### src/ldsc_pkg.sv
// package: shared types and constants for the led shutdown control block
`default_nettype none
package ldsc_pkg;
   // =========================================================
   // sizes and reset values
   localparam int LDSC_CHANNELS = 18;
   localparam int LDSC_ADDR_W = 8;
   localparam int LDSC_DATA_W = 8;
   localparam int LDSC_NUM_REGS = 256;
   localparam logic [7:0] LDSC_CTRL_OFFSET = 8'h00;
   localparam int LDSC_RUN_BIT_POS = 0;
   localparam logic [7:0] LDSC_REG_RESET = 8'h00;
   localparam logic LDSC_RUN_RESET = 1'b0;
   // idle level of the active-low shutdown pin, also the edge detector reset value
   localparam logic LDSC_PIN_IDLE = 1'b1;
   localparam logic [17:0] LDSC_OUTS_OFF = 18'h00000;

   // =========================================================
   // shutdown state of the device
   typedef enum logic [1:0] {
      LDSC_ST_HW_SHDN,
      LDSC_ST_SW_SHDN,
      LDSC_ST_RUN
   } ldsc_mode_e;

   // register access request from the serial front end
   typedef struct packed {
      logic wr;
      logic rd;
      logic [7:0] addr;
      logic [7:0] wdata;
   } ldsc_req_s;
endpackage
`default_nettype wire

### src/ldsc_edge.sv
// module: rising edge detector for the active-low shutdown pin
`default_nettype none
module ldsc_edge
   import ldsc_pkg::*;
(
   // clock and reset
   input wire logic i_clk,
   input wire logic i_rst,
   // level in
   input wire logic i_level,
   // outputs
   output logic o_level,
   output logic o_rise
);
   // =========================================================
   // previous sample, reset to the idle high level so release makes no false edge
   logic prev_ff;
   // previous sample register
   always_ff @(posedge i_clk or posedge i_rst) begin
      if (i_rst) begin
         prev_ff <= LDSC_PIN_IDLE;
      end else begin
         prev_ff <= i_level;
      end
   end
   // edge is a plain compare of current and previous level
   assign o_level = prev_ff;
   assign o_rise = i_level & ~prev_ff;
endmodule
`default_nettype wire

### src/ldsc_top.sv
// module: shutdown control with register file and output gating
`default_nettype none
// How it works
// RULE_01 - run bit zero enters software shutdown
// RULE_02 - software shutdown: outputs off, registers accessible
// RULE_03 - low shutdown pin enters hardware shutdown
// RULE_04 - hardware shutdown keeps all outputs off
// RULE_05 - pin high leaves shutdown, resumes operation
// RULE_06 - pin rising edge resets serial interface
// RULE_07 - serial interface reset keeps register contents
// RULE_08 - registers accessible during hardware shutdown
// RULE_09 - host rewrites registers after supply sag
// RULE_10 - run bit resets to zero
// RULE_11 - registers preserved through both shutdowns
// RULE_12 - outputs on only with pin high, run set
module ldsc_top
   import ldsc_pkg::*;
(
   // clock and reset
   input wire logic I_CLK,
   input wire logic I_RST,
   // shutdown pin, active low
   input wire logic I_SHUTDOWN_PIN_N,
   // register request from the serial front end
   input wire ldsc_req_s I_REQ,
   // channel pattern wanted by the output datapath
   input wire logic [17:0] I_CH_ON,
   // read data and status
   output logic [7:0] O_RDATA,
   output logic O_RVALID,
   output logic O_SERIAL_RST,
   output logic [1:0] O_MODE,
   // current source enables
   output logic [17:0] O_CS_EN
);
   // =========================================================
   // edge detection on the shutdown pin
   // pin level as taken this cycle, high means not held off
   logic pin_high;
   // one-cycle strobe on a low-to-high pin change
   logic pin_rise;
   // pin level one cycle back, used by the checks only
   logic pin_level_d;
   // the edge detector also feeds the assertions below
   ldsc_edge u_edge (
      .i_clk(I_CLK),
      .i_rst(I_RST),
      .i_level(I_SHUTDOWN_PIN_N),
      .o_level(pin_level_d),
      .o_rise(pin_rise)
   );
   // the pin is taken as synchronous, so no extra stage
   assign pin_high = I_SHUTDOWN_PIN_N;

   // =========================================================
   // register file in flip-flops
   // one byte per address, all reset to zero
   logic [7:0] regs_ff [LDSC_NUM_REGS];
   // run bit picked out of the control register
   logic run_enable_bit;
   assign run_enable_bit = regs_ff[LDSC_CTRL_OFFSET][LDSC_RUN_BIT_POS];

   // one flop per register; no shutdown or pin term touches them
   genvar gi;
   generate
      for (gi = 0; gi < LDSC_NUM_REGS; gi++) begin : g_reg
         // RULE_10 run bit clears
         always_ff @(posedge I_CLK or posedge I_RST) begin
            if (I_RST) begin
               regs_ff[gi] <= LDSC_REG_RESET;
            // RULE_08 writes in shutdown
            end else if (I_REQ.wr && I_REQ.addr == 8'(gi)) begin
               // write lands one cycle after the strobe
               regs_ff[gi] <= I_REQ.wdata;
            end
         end
      end
   endgenerate
   // RULE_11 contents kept in every mode
   // RULE_07 no serial reset path
   // RULE_02 access in software shutdown

   // =========================================================
   // read port, works in every mode
   always_ff @(posedge I_CLK or posedge I_RST) begin
      if (I_RST) begin
         // nothing to answer until the first read
         O_RDATA <= 8'h00;
         O_RVALID <= 1'b0;
      end else begin
         // answer flag follows the read strobe by one cycle
         O_RVALID <= I_REQ.rd;
         // data holds between reads
         if (I_REQ.rd) begin
            O_RDATA <= regs_ff[I_REQ.addr];
         end
      end
   end

   // =========================================================
   // serial interface reset pulse
   always_ff @(posedge I_CLK or posedge I_RST) begin
      if (I_RST) begin
         // no pulse while held in reset
         O_SERIAL_RST <= 1'b0;
      end else begin
         // RULE_06 pulse on rise
         O_SERIAL_RST <= pin_rise;
      end
   end

   // =========================================================
   // mode decision, pin has priority
   // mode wanted for the next cycle
   ldsc_mode_e nxt_mode;
   // mode as shown on the output
   ldsc_mode_e mode_ff;
   always_comb begin
      // RULE_03 pin low
      if (!pin_high) begin
         nxt_mode = LDSC_ST_HW_SHDN;
      // RULE_01 run bit zero
      end else if (!run_enable_bit) begin
         nxt_mode = LDSC_ST_SW_SHDN;
      // RULE_05 pin high resumes
      end else begin
         nxt_mode = LDSC_ST_RUN;
      end
   end
   // mode register
   always_ff @(posedge I_CLK or posedge I_RST) begin
      if (I_RST) begin
         // held in hardware shutdown while reset is applied
         mode_ff <= LDSC_ST_HW_SHDN;
      end else begin
         mode_ff <= nxt_mode;
      end
   end
   assign O_MODE = mode_ff;

   // =========================================================
   // current source gating
   always_ff @(posedge I_CLK or posedge I_RST) begin
      if (I_RST) begin
         // all sources off while reset is applied
         O_CS_EN <= LDSC_OUTS_OFF;
      end else begin
         // same decision as the mode, so mode and enables move together
         case (nxt_mode)
            // RULE_12 both conditions needed
            LDSC_ST_RUN: O_CS_EN <= I_CH_ON;
            // RULE_04 outputs off
            default: O_CS_EN <= LDSC_OUTS_OFF;
         endcase
      end
   end

   // =========================================================
   // assertions
   // all checks sleep while reset is applied
   a_pin_low_off: assert property (@(posedge I_CLK) disable iff (I_RST) // RULE_04
      !I_SHUTDOWN_PIN_N |=> O_CS_EN == LDSC_OUTS_OFF)
      else $error("outputs on while pin low");
   a_pin_low_mode: assert property (@(posedge I_CLK) disable iff (I_RST) // RULE_03
      !I_SHUTDOWN_PIN_N |=> O_MODE == LDSC_ST_HW_SHDN)
      else $error("pin low did not give hardware shutdown");
   a_run_zero_off: assert property (@(posedge I_CLK) disable iff (I_RST) // RULE_01
      (I_SHUTDOWN_PIN_N && !run_enable_bit) |=> O_MODE == LDSC_ST_SW_SHDN)
      else $error("run bit zero did not give software shutdown");
   a_sw_outputs_off: assert property (@(posedge I_CLK) disable iff (I_RST) // RULE_02
      !run_enable_bit |=> O_CS_EN == LDSC_OUTS_OFF)
      else $error("outputs on in software shutdown");
   a_resume_run: assert property (@(posedge I_CLK) disable iff (I_RST) // RULE_05
      (I_SHUTDOWN_PIN_N && run_enable_bit) |=> O_CS_EN == $past(I_CH_ON))
      else $error("outputs not following pattern in run");
   a_both_needed: assert property (@(posedge I_CLK) disable iff (I_RST) // RULE_12
      O_CS_EN != LDSC_OUTS_OFF |-> $past(I_SHUTDOWN_PIN_N) && $past(run_enable_bit))
      else $error("outputs on without both enables");
   a_rise_resets: assert property (@(posedge I_CLK) disable iff (I_RST) // RULE_06
      (I_SHUTDOWN_PIN_N && !pin_level_d) |=> O_SERIAL_RST ##1 !O_SERIAL_RST)
      else $error("serial reset pulse wrong");
   a_regs_kept: assert property (@(posedge I_CLK) disable iff (I_RST) // RULE_11
      (!I_REQ.wr) |=> regs_ff[LDSC_CTRL_OFFSET] == $past(regs_ff[LDSC_CTRL_OFFSET]))
      else $error("control register changed without write");
   a_hw_write: assert property (@(posedge I_CLK) disable iff (I_RST) // RULE_08
      (!I_SHUTDOWN_PIN_N && I_REQ.wr)
      |=> regs_ff[$past(I_REQ.addr)] == $past(I_REQ.wdata))
      else $error("write lost in hardware shutdown");
   a_serial_keep: assert property (@(posedge I_CLK) disable iff (I_RST) // RULE_07
      (O_SERIAL_RST && !$past(I_REQ.wr))
      |-> regs_ff[LDSC_CTRL_OFFSET] == $past(regs_ff[LDSC_CTRL_OFFSET]))
      else $error("serial reset changed registers");
   a_read_back: assert property (@(posedge I_CLK) disable iff (I_RST) // RULE_02
      I_REQ.rd |=> O_RVALID)
      else $error("read not answered");
   a_quiet_serial: assert property (@(posedge I_CLK) disable iff (I_RST) // RULE_06
      !pin_rise |=> !O_SERIAL_RST)
      else $error("serial reset without pin rise");
   a_pulse_once: assert property (@(posedge I_CLK) disable iff (I_RST) // RULE_06
      O_SERIAL_RST |=> !O_SERIAL_RST)
      else $error("serial reset longer than one cycle");
   a_read_pulse: assert property (@(posedge I_CLK) disable iff (I_RST) // RULE_08
      !I_REQ.rd |=> !O_RVALID)
      else $error("read answer without a read");
   a_hw_mode_off: assert property (@(posedge I_CLK) disable iff (I_RST) // RULE_04
      O_MODE == LDSC_ST_HW_SHDN |-> O_CS_EN == LDSC_OUTS_OFF)
      else $error("outputs on in hardware shutdown mode");
   a_sw_mode_off: assert property (@(posedge I_CLK) disable iff (I_RST) // RULE_02
      O_MODE == LDSC_ST_SW_SHDN |-> O_CS_EN == LDSC_OUTS_OFF)
      else $error("outputs on in software shutdown mode");
   a_pin_high_run: assert property (@(posedge I_CLK) disable iff (I_RST) // RULE_05
      (I_SHUTDOWN_PIN_N && run_enable_bit) |=> O_MODE == LDSC_ST_RUN)
      else $error("pin high with run bit did not resume");
   // covers
   c_run: cover property (@(posedge I_CLK) disable iff (I_RST) O_MODE == LDSC_ST_RUN);
   c_sw: cover property (@(posedge I_CLK) disable iff (I_RST) O_MODE == LDSC_ST_SW_SHDN);
   c_hw: cover property (@(posedge I_CLK) disable iff (I_RST) O_MODE == LDSC_ST_HW_SHDN);
   c_rise: cover property (@(posedge I_CLK) disable iff (I_RST) O_SERIAL_RST);
   c_hw_wr: cover property (@(posedge I_CLK) disable iff (I_RST)
      !I_SHUTDOWN_PIN_N && I_REQ.wr);
endmodule
`default_nettype wire

### config.mk
export PLATFORM = sky130hd
export DESIGN_NAME = ldsc_top
export DESIGN_NICKNAME = d
export VERILOG_FILES = /design/src/ldsc_pkg.sv /design/src/ldsc_edge.sv /design/src/ldsc_top.sv
export SDC_FILE = /design/constraint.sdc
export NUM_CORES = 2
export LEC_CHECK = 0
export BUFFER_PORTS_ARGS = -buffer_cell sky130_fd_sc_hd__buf_4
export CAP_MARGIN = 10
export CORE_MARGIN = 2
export CORE_UTILIZATION = 58
export DETAILED_ROUTE_END_ITERATION = 8
export GPL_ROUTABILITY_DRIVEN = 0
export PLACE_DENSITY_LB_ADDON = 0.1
export SLEW_MARGIN = 20
export SYNTH_ARGS = -nofsm -noshare
export SYNTH_HDL_FRONTEND = slang
export SYNTH_SLANG_ARGS = --single-unit
### constraint.sdc
create_clock -name I_CLK -period 61.8 [get_ports I_CLK]
set_clock_uncertainty 0.2 [all_clocks]
set_input_delay 3.09 -clock I_CLK [delete_from_list [all_inputs] [get_ports I_CLK]]
set_output_delay 3.09 -clock I_CLK [all_outputs]
set_load 0.1 [all_outputs]
======== Word-level counts from Yosys, hierarchy flattened ========
Index checks and enable logic that the tools add are counted.
operators by class
  multiplexer cells ....................... 6
  order comparisons ....................... 1
  equal/unequal tests ..................... 256
  reductions and logical operators ........ 257
  bitwise operators ....................... 3
operator list
  kind                                                                    number
  8-bit equality test (second input constant)                             128
  8-bit by 7-bit equality test with 1-bit output (second input constant)  64
  8-bit by 6-bit equality test with 1-bit output (second input constant)  32
  1-bit logical AND                                                       256
  8-bit by 5-bit equality test with 1-bit output (second input constant)  16
  8-bit binary-select mux with 8-bit select                               1
  8-bit by 4-bit equality test with 1-bit output (second input constant)  8
  8-bit by 3-bit equality test with 1-bit output (second input constant)  4
  18-bit 2-to-1 mux                                                       1
  8-bit by 2-bit equality test with 1-bit output (second input constant)  2
  8-bit 2-to-1 mux                                                        2
  9-bit greater-or-equal comparator (second input constant)               1
  8-bit NOT with 9-bit output                                             1
  8-bit by 1-bit equality test with 1-bit output (second input constant)  1
  8-bit zero test                                                         1
  2-bit 2-to-1 mux                                                        2
  2-bit equality test (second input constant)                             1
  1-bit AND                                                               1
  1-bit NOT                                                               1
word-level totals
  bits of input ports ..................... 39
  register bits after elaboration ......... 2079
  logic and storage cells ................. 785

======== Depth between registers and ports, before layout ========
  depth after elaboration ................. 4
  depth in mapped cells ................... 13
  gate-level depth less buffers ........... 7

======== Hierarchy ========
A second synthesis with hierarchy kept.
second synthesis, totals
  cells, all modules ...................... 6091
  area total of the unflattened synthesis .. 95559.1 um2
by module, submodules not included
  module     area each (um2)  cells an instance  instances
  ldsc_top   95515.4          6088               1
  ldsc_edge  43.8             3                  1

======== Least setup slack after synthesis ========
OpenSTA, ideal clock, no wires.
  kind .................................... input to register
  start ................................... input I_REQ[9] (netlist name)
  end ..................................... register O_RDATA[0]
  setup slack ............................. 56562 ps
  path buffers ............................ 3
  arrival time ............................ 4917 ps
  library setup time ...................... 121 ps
  stages on the path ...................... 10
  path through ............................ buf_6 -> buf_6 -> buf_2 -> mux4_2 -> mux4_2 -> nand2_1 -> nand4_1 -> a21oi_1 -> o311ai_1 -> o22a_1
on the way
  word-level cells in the longest chain between the ends .. 4
ends and longest elaborated chain
  item                                                  RTL line        source
  start, declared                                       ldsc_top.sv:25  input wire ldsc_req_s I_REQ,
  8-bit NOT with 9-bit output (implied by the code)     ldsc_top.sv:95  O_RDATA <= regs_ff[I_REQ.addr];
  8-bit binary-select mux with 8-bit select             ldsc_top.sv:95
  8-bit 2-to-1 mux (implied by the code) (2 in series)  ldsc_top.sv:95
  end signal, assigned                                  ldsc_top.sv:95
  end, declared                                         ldsc_top.sv:29  output logic [7:0] O_RDATA,
Every way passes these cells. The select of a mux whose other input is x is not followed.
A chain may end at the register's enable or synchronous reset.

======== Worst setup path after layout ========
  start ................................... input I_REQ[9] (netlist name)
  end ..................................... register O_RDATA[2]
The elaborated chain is that of the path after synthesis.

==> metrics.log <==
INFO  metric clock_sinks = 2079
INFO  metric globalRouteOverflowTotal = 0
INFO  metric area_growth = 9.44%
INFO  metric worst-slew-pin-transition = 1.16 ns
INFO  metric cellPowerDensity = 28.9 mW/mm²
INFO  metric via_per_instance_ratio = 6.58
INFO  metric syn-num-nets = 6275
INFO  metric wire_length_of_the_first_global_routing_pass = 397000 µm
INFO  metric die_h = 411 µm
INFO  metric drive_above_1_share = 0.491
INFO  metric hold_path.class = register to register
INFO  metric final.period_utilization = 0.123
INFO  metric die-area = 0.169 mm²
INFO  metric final_cell_count_no_fill = 8525
INFO  metric finalWorstPathRequiredPeriod = 7.59 ns
INFO  metric reg2reg_slack = 58.75 ns
INFO  metric fmaxAchievable = 132 MHz
INFO  metric synth_cell_type_count = 77
INFO  metric vdd.ir_drop.worst = 0.0000386 V
INFO  metric gr-usage-all-layers = 0.318
INFO  metric clkLatencyLatePin = 0.87 ns
INFO  metric ctsRootBufferMaster = sky130_fd_sc_hd__clkbuf_16
INFO  metric detailroute.via_count = 56056
INFO  metric area_share_of_the_largest_cell_type_after_synthesis = 0.542
INFO  metric finalSetupViolCount = 0
INFO  metric placement.io_buffers = 68
INFO  metric numPlacedInstances = 8124
INFO  metric fin_nets = 6193
INFO  metric arrival = 8.16 ns
INFO  metric cts-htree-levels = 4
INFO  metric leakage_power = 49.8 nW
INFO  metric antenna_found_initial = 8
INFO  metric hp-start = regs_ff[1395]
INFO  metric cts.path.max_buffers = 3
INFO  metric wl_per_cell = 31.0 µm
INFO  metric vias_in_the_first_global_route = 57748
INFO  metric synth_ff_type = sky130_fd_sc_hd__dfrtp_1
INFO  metric netlist_top_cells_count = sky130_fd_sc_hd__dfrtp_1, sky130_fd_sc_hd__mux2_2, sky130_fd_sc_hd__mux4_2, sky130_fd_sc_hd__clkbuf_1, sky130_fd_sc_hd__mux2i_1
INFO  metric cts_setup_buffers = 0
INFO  metric crit-reg2reg-launch = regs_ff[1418]
INFO  metric rsz0062_at_grt = no
INFO  metric antenna_cells = 0
INFO  metric dr.first_iter.drc_count = 4906
INFO  metric timing.critical_path.fanout_max = 116
INFO  metric finalSetupTns = 0 ns
INFO  metric drt_first_pass_iters = 7
INFO  metric ys_seq_elements = 2079
INFO  metric syn_area = 0.0960 mm²
INFO  metric synth_top_cells_by_area = sky130_fd_sc_hd__dfrtp_1, sky130_fd_sc_hd__mux2_2, sky130_fd_sc_hd__mux4_2, sky130_fd_sc_hd__mux2i_1, sky130_fd_sc_hd__mux2_1
INFO  metric cts-hold-fix-buffers = 0
INFO  metric boundaryPins = 69
INFO  metric cts_tree = done
INFO  metric maximum_number_of_pins_on_one_net_before_global_route_repair = 177
INFO  metric power = 3.03 mW
INFO  metric worst_setup_path_endpoint = O_RDATA[2]
INFO  metric std_cell_rows = 149
INFO  metric ant_nets = 0
INFO  metric tritoncts.num_buffers = 214
INFO  metric clk_pin_slew_worst_paths = 0.06 ns
INFO  metric filler_cell_count_in_the_final_layout = 12066
INFO  metric die_x = 411 µm
INFO  metric most_common_cell_in_the_netlist = sky130_fd_sc_hd__dfrtp_1
INFO  metric count_of_cells_resized_by_post_cts_repair = 0
INFO  metric slew_headroom = 0.218
INFO  metric ff2ff_path_depth = 7
INFO  metric critical_path_class = input port to register
INFO  metric worst_setup_path_startpoint = I_REQ[9]
INFO  metric dp_slack = 53.34 ns
INFO  metric synth_edf_count = 0
INFO  metric worst_setup_slack_final = 54.21 ns
INFO  metric drc_errors = 0
INFO  metric setup.worst_path.start_class = input port
INFO  metric worst_ep_required_time = 62.37 ns
INFO  metric drv_slew = 0
INFO  metric post_synth_inst_count = 6236
INFO  metric synth_seq_area_share = 0.542
INFO  metric synth.largest_area_cell = sky130_fd_sc_hd__dfrtp_1
INFO  metric dp.final_hpwl = 160000 µm
INFO  metric outcome = finished clean
INFO  metric r2r_end = O_RDATA[2]
INFO  metric initial_utilization = 0.583
INFO  metric ys_warn_count = 0
INFO  metric synth_area_per_cell = 15.4 µm²
INFO  metric postRouteWirelength = 264000 µm
INFO  metric critical_path.endpoint_type = register
INFO  metric cap_viol_max_count = 0
INFO  metric design.core.area = 0.165 mm²
INFO  metric asyncSetResetFlopFracSynth = 1.00
INFO  metric hold_violations = 0
-- kinds of logic (layout without fill, tap and decap cells) --
logic type / after synthesis / after routing / share of synthesized area
buffers and inverters: 489 / 589 / 0.0270
flip-flops: 2079 / 2079 / 0.542
AND/OR/NAND/NOR: 655 / 655 / 0.0404
multiplexers: 2727 / 2727 / 0.369
AO/OA/AOI/OAI: 286 / 286 / 0.0220
-- where the power goes --
group	internal [mW]	switching [mW]	total [mW]	leakage, nW
clock network	0.768	0.547	1.32	3.56
logic	0.103	0.153	0.256	17.6
registers	1.43	0.0341	1.46	28.6
total	2.30	0.735	3.03	49.8
-- flip-flops by register name, indices dropped and copies added (netlist names) --
| signal | flops |
|---|---|
| O_CS_EN | 18 |
| O_MODE | 2 |
| O_RDATA | 8 |
| O_RVALID | 1 |
| O_SERIAL_RST | 1 |
| regs_ff | 2048 |
| u_edge.o_level | 1 |
-- critical path, stage by stage --
cell and delay (ns):
sky130_fd_sc_hd__buf_8 0.56, sky130_fd_sc_hd__buf_12 0.61, sky130_fd_sc_hd__buf_12 0.61, sky130_fd_sc_hd__buf_12 0.48
sky130_fd_sc_hd__mux4_2 0.37, sky130_fd_sc_hd__nand2_1 0.06, sky130_fd_sc_hd__nand3_1 0.10, sky130_fd_sc_hd__o31ai_1 0.14
sky130_fd_sc_hd__a2111oi_1 0.69, sky130_fd_sc_hd__o221ai_1 0.51, sky130_fd_sc_hd__a41oi_1 0.36
-- stage by stage --
step                      utilization  instance area, µm²  hold WS (ns)
after floorplan                     -               96000         0.237
after global placement          0.594               97800         0.265
after detailed placement        0.594               97800         0.274
after CTS                       0.638              105000         0.288
after global routing            0.638              105000         0.297
final                           0.638              105000         0.284
-- layout make-up --
type,instances,area [µm²],share of cell area
sequential,2079,52000,0.495
multi-input combinational,3668,41400,0.395
clock buffer,341,6550,0.0623
tap,2189,2740,0.0261
timing repair buffer,185,1630,0.0155
clock inverter,57,633,0.00603
inverter,6,31.3,0.000298
-- worst min path at each step --
| stage | endpoint | slack (ns) | cells past startpoint |
|---|---|---|---|
| after floorplan | O_MODE[0] | 0.24 | 1 |
| after global placement | O_SERIAL_RST | 0.27 | 1 |
| after detailed placement | O_SERIAL_RST | 0.27 | 1 |
| after CTS | O_SERIAL_RST | 0.29 | 1 |
| after global routing | regs_ff[1275] | 0.30 | 1 |
| final | regs_ff[1395] | 0.28 | 1 |
-- placed cells by master, fill, tap and decap left out, types with 80 or more instances in the layout --
master and instances:
sky130_fd_sc_hd__mux2i_1 234, sky130_fd_sc_hd__dfrtp_1 2078, sky130_fd_sc_hd__mux4_2 433, sky130_fd_sc_hd__nor2_4 80, sky130_fd_sc_hd__nand2_1 188, sky130_fd_sc_hd__mux2_2 1894, sky130_fd_sc_hd__mux2_1 160, sky130_fd_sc_hd__clkbuf_16 218
sky130_fd_sc_hd__nor2_2 107, sky130_fd_sc_hd__buf_4 161
-- routing by layer --
metal / global-route usage / vias up / part of all wire
li1: - / 23065 / -
met2: 0.479 / 1840 / 0.46
met5: 0 / - / 0.00027
met3: 0.0715 / 455 / 0.076
met4: 0.0899 / 12 / 0.028
met1: 0.468 / 30684 / 0.44
Note: power is estimated with default switching activity, not from simulation.
